<file path="src/shared/dcu_pkg.sv">
// Constants shared by the converter input shadow-update block.
package dcu_pkg;
	// Register indices on the plain register port.
	localparam logic [1:0] DCU_ADDR_HIGH = 2'h0;
	localparam logic [1:0] DCU_ADDR_LOW = 2'h1;
	localparam logic [1:0] DCU_ADDR_CTRL = 2'h2;
	localparam logic [1:0] DCU_ADDR_STAT = 2'h3;
	// Control register field positions.
	localparam int DCU_CTRL_ATE_BIT = 7;
	localparam int DCU_CTRL_TS_LSB = 4;
	localparam int DCU_CTRL_TS_W = 3;
	localparam int DCU_CTRL_LA_BIT = 2;
	localparam int DCU_CTRL_OE_BIT = 1;
	localparam int DCU_CTRL_EN_BIT = 0;
	localparam logic [7:0] DCU_CTRL_MASK = 8'hf7;
	// Status register field positions.
	localparam int DCU_STAT_PEND_BIT = 0;
	localparam int DCU_STAT_BUSY_BIT = 1;
	// Reset values.
	localparam logic [7:0] DCU_HIGH_RST = 8'h00;
	localparam logic [7:0] DCU_LOW_RST = 8'h00;
	localparam logic [7:0] DCU_CTRL_RST = 8'h00;
	localparam logic [9:0] DCU_VALUE_RST = 10'h000;
	// Data widths.
	localparam int DCU_VALUE_W = 10;
	localparam int DCU_TRIG_N = 8;
	// Conversion time and the derived cycle count, rounded up.
	localparam int DCU_CLK_PERIOD_NS = 10;
	localparam int DCU_CONV_TIME_NS = 1000;
	localparam int DCU_CONV_CYCLES =
		(DCU_CONV_TIME_NS + DCU_CLK_PERIOD_NS - 1) / DCU_CLK_PERIOD_NS;
	// Conversion state.
	typedef enum logic [1:0] {
		DCU_IDLE = 2'b01,
		DCU_BUSY = 2'b10
	} dcu_state_t;
endpackage

</file>
<file path="src/logic/dcu_rise_det.sv">
// Rising-edge detector for a vector of same-clock flags.
`timescale 1ns/1ns
`default_nettype none
module dcu_rise_det #(
	parameter int W = 8
) (
	input wire logic mclk,
	input wire logic nrst,
	input wire logic [W-1:0] level,
	output logic [W-1:0] rise
);
	logic [W-1:0] prev_q;

	always_ff @(posedge mclk or negedge nrst) begin
		if (!nrst) begin
			prev_q <= '0;
		end else begin
			prev_q <= level;
		end
	end

	assign rise = level & ~prev_q;
endmodule
`default_nettype wire

</file>
<file path="src/logic/dcu_dac_shadow.sv">
// Converter input registers with shadow update, left adjust and auto-trigger.
//
// Overview of operation
// - Writing the low byte never changes the converter value until the high byte is written.
// - With left adjust clear, high byte bits 1:0 are value bits 9:8 and the low byte is 7:0.
// - With left adjust set, the high byte is bits 9:2 and low byte bits 7:6 are bits 1:0.
// - The converter is fed from a hidden shadow loaded from both bytes at once.
// - Without auto-trigger, each high-byte write loads the shadow at once.
// - With auto-trigger, the shadow loads on the selected trigger event, not on the write.
// - In auto-trigger mode a pending low-byte write blocks loading until the high byte follows.
// - In auto-trigger mode with only high-byte writes, every selected event while idle loads the shadow.
// - A change of left adjust is taken for the converter only at the next high-byte write.
// - A 3-bit select picks the trigger flag; its rising edge fires only while auto-trigger is enabled.
// - A further trigger edge during a conversion in progress is ignored.
`timescale 1ns/1ns
`default_nettype none
module dcu_dac_shadow
	import dcu_pkg::*;
#(
	parameter int CONV_CYC = DCU_CONV_CYCLES
) (
	input wire logic mclk,
	input wire logic nrst,
	input wire logic [1:0] reg_addr,
	input wire logic [7:0] reg_wdata,
	input wire logic reg_wr,
	input wire logic reg_rd,
	output logic [7:0] reg_rdata,
	input wire logic [DCU_TRIG_N-1:0] trig_flags,
	output logic [DCU_VALUE_W-1:0] dac_value,
	output logic dac_enable,
	output logic dac_out_enable,
	output logic dac_busy
);
	localparam int CW = $clog2(CONV_CYC + 1);
	localparam logic [CW-1:0] CONV_LAST = CW'(CONV_CYC - 1);

	logic [7:0] high_q;
	logic [7:0] low_q;
	logic [7:0] ctrl_q;
	logic align_q;
	logic pend_q;
	logic [DCU_VALUE_W-1:0] shadow_q;
	logic [DCU_VALUE_W-1:0] shadow_d;
	logic [7:0] rdata_q;
	logic [CW-1:0] cnt_q;
	dcu_state_t state_q;

	function automatic logic [DCU_VALUE_W-1:0] pack_value(
		input logic [7:0] hi,
		input logic [7:0] lo,
		input logic left
	);
		logic [DCU_VALUE_W-1:0] v;
		v = left ? {hi, lo[7:6]} : {hi[1:0], lo};
		return v;
	endfunction

	wire wr_high = reg_wr && (reg_addr == DCU_ADDR_HIGH);
	wire wr_low = reg_wr && (reg_addr == DCU_ADDR_LOW);
	wire wr_ctrl = reg_wr && (reg_addr == DCU_ADDR_CTRL);
	wire auto_en = ctrl_q[DCU_CTRL_ATE_BIT];
	wire left_now = ctrl_q[DCU_CTRL_LA_BIT];
	wire [DCU_CTRL_TS_W-1:0] trig_sel =
		ctrl_q[DCU_CTRL_TS_LSB +: DCU_CTRL_TS_W];
	wire idle = (state_q == DCU_IDLE);

	wire [DCU_TRIG_N-1:0] flag_rise;

	dcu_rise_det #(
		.W(DCU_TRIG_N)
	) u_rise (
		.mclk(mclk),
		.nrst(nrst),
		.level(trig_flags),
		.rise(flag_rise)
	);

	wire sel_rise = flag_rise[trig_sel];
	wire trig_load = auto_en && sel_rise && !pend_q && idle;
	wire write_load = wr_high && !auto_en;
	wire load_any = trig_load || write_load;

	assign shadow_d = write_load ? pack_value(reg_wdata, low_q, left_now)
		: pack_value(high_q, low_q, align_q);

	always_ff @(posedge mclk or negedge nrst) begin
		if (!nrst) begin
			high_q <= DCU_HIGH_RST;
			low_q <= DCU_LOW_RST;
			ctrl_q <= DCU_CTRL_RST;
		end else begin
			if (wr_high) begin
				high_q <= reg_wdata;
			end
			if (wr_low) begin
				low_q <= reg_wdata;
			end
			if (wr_ctrl) begin
				ctrl_q <= reg_wdata & DCU_CTRL_MASK;
			end
		end
	end

	always_ff @(posedge mclk or negedge nrst) begin
		if (!nrst) begin
			align_q <= 1'b0;
		end else if (wr_high) begin
			align_q <= left_now;
		end
	end

	always_ff @(posedge mclk or negedge nrst) begin
		if (!nrst) begin
			pend_q <= 1'b0;
		end else if (wr_low) begin
			pend_q <= 1'b1;
		end else if (wr_high) begin
			pend_q <= 1'b0;
		end
	end

	always_ff @(posedge mclk or negedge nrst) begin
		if (!nrst) begin
			shadow_q <= DCU_VALUE_RST;
		end else if (load_any) begin
			shadow_q <= shadow_d;
		end
	end

	always_ff @(posedge mclk or negedge nrst) begin
		if (!nrst) begin
			state_q <= DCU_IDLE;
			cnt_q <= '0;
		end else begin
			case (state_q)
				DCU_IDLE: begin
					if (load_any) begin
						state_q <= DCU_BUSY;
						cnt_q <= CONV_LAST;
					end
				end
				DCU_BUSY: begin
					if (write_load) begin
						cnt_q <= CONV_LAST;
					end else if (cnt_q == '0) begin
						state_q <= DCU_IDLE;
					end else begin
						cnt_q <= cnt_q - 1'b1;
					end
				end
				default: begin
					state_q <= DCU_IDLE;
					cnt_q <= '0;
				end
			endcase
		end
	end

	wire [7:0] rd_high = left_now ? high_q : {6'h00, high_q[1:0]};
	wire [7:0] rd_low = left_now ? {low_q[7:6], 6'h00} : low_q;
	wire [7:0] rd_stat = {6'h00, !idle, pend_q};
	wire [7:0] rd_mux = (reg_addr == DCU_ADDR_HIGH) ? rd_high
		: (reg_addr == DCU_ADDR_LOW) ? rd_low
		: (reg_addr == DCU_ADDR_CTRL) ? ctrl_q
		: rd_stat;

	always_ff @(posedge mclk or negedge nrst) begin
		if (!nrst) begin
			rdata_q <= 8'h00;
		end else begin
			rdata_q <= reg_rd ? rd_mux : 8'h00;
		end
	end

	assign reg_rdata = rdata_q;
	assign dac_value = shadow_q;
	assign dac_enable = ctrl_q[DCU_CTRL_EN_BIT];
	assign dac_out_enable = ctrl_q[DCU_CTRL_OE_BIT];
	assign dac_busy = !idle;
endmodule
`default_nettype wire

</file>
<file path="config.mk">
export PLATFORM = sky130hd
export DESIGN_NAME = dcu_dac_shadow
export DESIGN_NICKNAME = d
export VERILOG_FILES = /design/src/shared/dcu_pkg.sv /design/src/logic/dcu_rise_det.sv /design/src/logic/dcu_dac_shadow.sv
export SDC_FILE = /design/constraint.sdc
export NUM_CORES = 1
export LEC_CHECK = 0
export BUFFER_PORTS_ARGS = -buffer_cell sky130_fd_sc_hd__buf_2
export CAP_MARGIN = 20
export CORE_ASPECT_RATIO = 0.7
export CORE_MARGIN = 8
export CORE_UTILIZATION = 40
export DETAILED_ROUTE_END_ITERATION = 8
export GPL_TIMING_DRIVEN = 0
export PLACE_DENSITY = 0.58
export SLEW_MARGIN = 20
export SYNTH_ARGS = -nofsm -noshare
export SYNTH_HDL_FRONTEND = slang
export SYNTH_HIERARCHICAL = 1
export SYNTH_SLANG_ARGS = --single-unit
</file>
<file path="constraint.sdc">
create_clock -name mclk -period 4.1 [get_ports mclk]
set_clock_uncertainty 0.05 [all_clocks]
set_input_delay 0.205 -clock mclk [delete_from_list [all_inputs] [get_ports mclk]]
set_output_delay 0.205 -clock mclk [all_outputs]
set_load 0.01 [all_outputs]
</file>
==> reports/qor.yml <==
outcome: "complete, no violations"
synth_cell_types: 42
path_cells: "inv_1 -> ha_1 -> or4b_1 -> nor3_1 -> nand2_1 -> a21boi_2 -> mux2_2"
clkSinkCount: 60
cts_tree: "built"
min_path_type: "input port to register"
p_leak_uw: 0.001722
finalSetupViolations: 0
dpl.hpwl_um: 5511
start_util: 0.4154
drt_first_pass_iters: 5
grt_max_degree: 61
hold_viol_final: 0
critPathLaunch: "cnt_q[0]"
worst_pin_slew_ns: 0.7886
clockBufferDepth: 2
crit_required_ns: 4.28
routabilityCongestion: 0.7680
antenna_left: 0
period_needed_ns: 2.463
clock_latency_ns: 0.34
met3_usage: 0.05804
num_antenna_cells: 0
via_per_inst: 5.269
cts-htree-levels: 3
path_max_fanout: 5
syn_inst: 267
yosys_warnings: 6
yosysSeqAreaShare: 0.4942
seqCellArea_mm2: 0.001503
fin_area_mm2: 0.003687
grt.overflow.total: 0
via_count: 2276
grt_pass1_wl_um: 12700
cts_resized: 0
grt.busiest_layer: "met2"
slew_violations: 0
fin_tns_setup_ns: 0
clk_pin_slew_ns: 0.07
rrSetupSlack_ns: 1.64
synth_area_per_cell_um2: 11.39
irDropWorstVdd_mv: 0.2207
p_per_area_mw_per_mm2: 570.5
crit_slowest_cell: "or4b_1"
critPathCaptureType: "register"
fin_nets: 355
wire_per_inst_um: 17.57
crit_end: "cnt_q[1]"
grt_usage: 0.1532
die_w_um: 120.2
path_class: "register to register"
synth-seq-cells: 60
fin_crit_sh: 0.6007
slew_headroom: 0.4742
fin_cells: 432
critPathArrivalTime_ns: 2.64
first_iter_violations: 142
core.rowCount: 26
drive_gt1_frac: 0.3144
max_stage_delay_ns: 0.47
r2r-start: "cnt_q[0]"
coreArea_mm2: 0.007320
grt_pass1_vias: 2375
maxCapViolations: 0
root_buffer: "clkbuf_8"
rsz0062_at_grt: "false"
syn2layout_area_growth_pct: 21.28
drc: 0
place_area_mm2: 0.003376
power_uw: 2104
timing.fmax_mhz: 406.1
synthesis.nets: 293
worstSetupStartpointType: "register"
use_met1: 0.2129
r2r_cells: 7
io_pins: 43
use_met2: 0.2265
multi_input_area_mm2: 0.001426
dp.cells: 407
fin_util: 0.5038
postCtsSetupBuffers: 0
numPortBuffers: 42
r2r_end: "cnt_q[1]"
die_area_mm2: 0.01069
drt-total-wl_um: 7589
antenna_found_initial: 0
die_h_um: 88.95
cts_made_buffers: 9
nFillCells: 681
syn_area_mm2: 0.003040
timing repair:
| action | 4_1_cts | 5_1_grt |
|---|---|---|
| endpoints found under the setup margin | 0 | 0 |
| hold buffers | 9 | 0 |
| endpoints found under the hold margin | 67 | 0 |
flip-flops by register name (all words and copies together), names as in the netlist:
register / flops
align_q: 1
ctrl_q: 7
dac_value: 10
reg_rdata: 8
state_q: 2
u_rise/prev_q: 8
cnt_q: 7
high_q: 8
low_q: 8
pend_q: 1
synth_stat cells:
| master | instances | area, um^2 |
|---|---|---|
| a21boi_0 | 2 | 15.01 |
| a21boi_2 | 1 | 11.26 |
| a21o_1 | 1 | 7.510 |
| a21oi_1 | 11 | 55.05 |
| a221o_1 | 1 | 10.01 |
| a22o_1 | 1 | 8.760 |
| a311o_1 | 11 | 110.1 |
| a31o_2 | 1 | 8.760 |
| a31oi_1 | 3 | 18.77 |
| a41o_1 | 1 | 10.01 |
| a41oi_1 | 1 | 8.760 |
| and2_1 | 4 | 25.02 |
| and3_1 | 4 | 25.02 |
| buf_1 | 1 | 3.750 |
| buf_2 | 2 | 10.01 |
| buf_6 | 3 | 33.78 |
| clkbuf_1 | 8 | 30.03 |
| dfrtp_1 | 59 | 1476 |
| dfstp_2 | 1 | 26.28 |
| ha_1 | 4 | 50.05 |
| inv_1 | 9 | 33.78 |
| mux2_2 | 27 | 304.0 |
| mux2i_1 | 18 | 180.2 |
| mux4_2 | 3 | 67.56 |
| nand2_1 | 13 | 48.80 |
| nand2b_1 | 1 | 6.260 |
| nand3_1 | 3 | 15.01 |
| nand3b_1 | 2 | 15.01 |
| nor2_1 | 32 | 120.1 |
| nor2b_1 | 5 | 31.28 |
| nor2b_4 | 8 | 110.1 |
| nor3_1 | 2 | 10.01 |
| nor3b_1 | 2 | 15.01 |
| o21ai_0 | 11 | 55.05 |
| o22a_1 | 1 | 8.760 |
| o22ai_1 | 4 | 25.02 |
| o31ai_1 | 1 | 7.510 |
| or3_1 | 1 | 6.260 |
| or4_1 | 1 | 7.510 |
| or4b_1 | 1 | 10.01 |
| or4b_2 | 1 | 10.01 |
| xor2_1 | 1 | 8.760 |
kinds of logic (layout without fill, tap and decap cells):
kind of cell,Yosys count,after routing,synth area share
AO/OA/AOI/OAI,51,51,0.1185
XOR/XNOR,1,1,0.002881
adder cells (fa/ha/maj),4,4,0.01646
buffers and inverters,23,90,0.03662
flip-flops,60,60,0.4942
multiplexers,48,48,0.1815
AND/OR/NAND/NOR,80,80,0.1498
per-layer routing:
layer / share of wire / up-vias
met5: 0 / -
met4: 0.0049 / 0
met3: 0.055 / 4
met2: 0.42 / 57
met1: 0.52 / 1122
li1: - / 1093
cell usage in the layout, fill, tap and decap left out, types with 2 or more instances in the layout:
master         count
inv_1              9
mux2_2            27
ha_1               4
nor2b_4            8
clkbuf_1           8
a311o_1           11
dlygate4sd3_1      9
buf_2             43
nor2b_1            5
nor3b_1            2
and3_1             4
o21ai_0           11
mux2i_1           18
a31oi_1            3
nand3b_1           2
a21oi_1           11
and2_1             4
nor3_1             2
nand3_1            3
nand2_1           13
o22ai_1            4
clkbuf_8          13
a21boi_0           2
mux4_2             3
buf_6              3
dfrtp_1           59
nor2_1            32
through the flow:
| step | hold WS [ns] | setup slack [ns] |
|---|---|---|
| 2_1_floorplan | -0.1406 | 1.966 |
| 3_3_place_gp | 0.2799 | 1.636 |
| 3_5_place_dp | 0.2804 | 1.672 |
| 4_1_cts | 0.06160 | 1.658 |
| 5_1_grt | 0.07017 | 1.452 |
| 6_report | 0.07660 | 1.637 |
worst min path at each step:
stage,slack [ns],depth (start not counted),startpoint,to
floorplan,-0.14,0,nrst,align_q
global placement,0.28,1,trig_flags[0],u_rise/prev_q[0]
detailed placement,0.28,1,trig_flags[4],u_rise/prev_q[4]
CTS,0.06,2,reg_wdata[3],high_q[3]
global route,0.07,2,reg_wdata[3],low_q[3]
finish,0.08,2,reg_wdata[3],high_q[3]
layout make-up:
cell class                 instances  area share
sequential                        60      0.4075
inverter                           9    0.009162
tap                               98     0.03325
multi-input combinational        184      0.3868
clock buffer                      13     0.04852
timing repair buffer              51     0.08212
clock inverter                     3     0.01154
buffer                            14     0.02104
power breakdown:
| part | internal, uW | switching (uW) | leakage [uW] |
|---|---|---|---|
| combinational | 331 | 354 | 0.000874 |
| clock | 346 | 236 | 0.000112 |
| sequential | 729 | 108 | 0.000736 |
| total | 1410 | 697 | 0.00172 |
worst max-delay path: cells and delay by family (launching register included):
family | cells | cell delay, ns
flip-flops | 1 | 0.41
multiplexers | 1 | 0.35
AND/OR/NAND/NOR | 3 | 1.04
buffers and inverters | 1 | 0.09
AO/OA/AOI/OAI | 1 | 0.24
adder cells (fa/ha/maj) | 1 | 0.17
(Power assumes the default switching activity.)
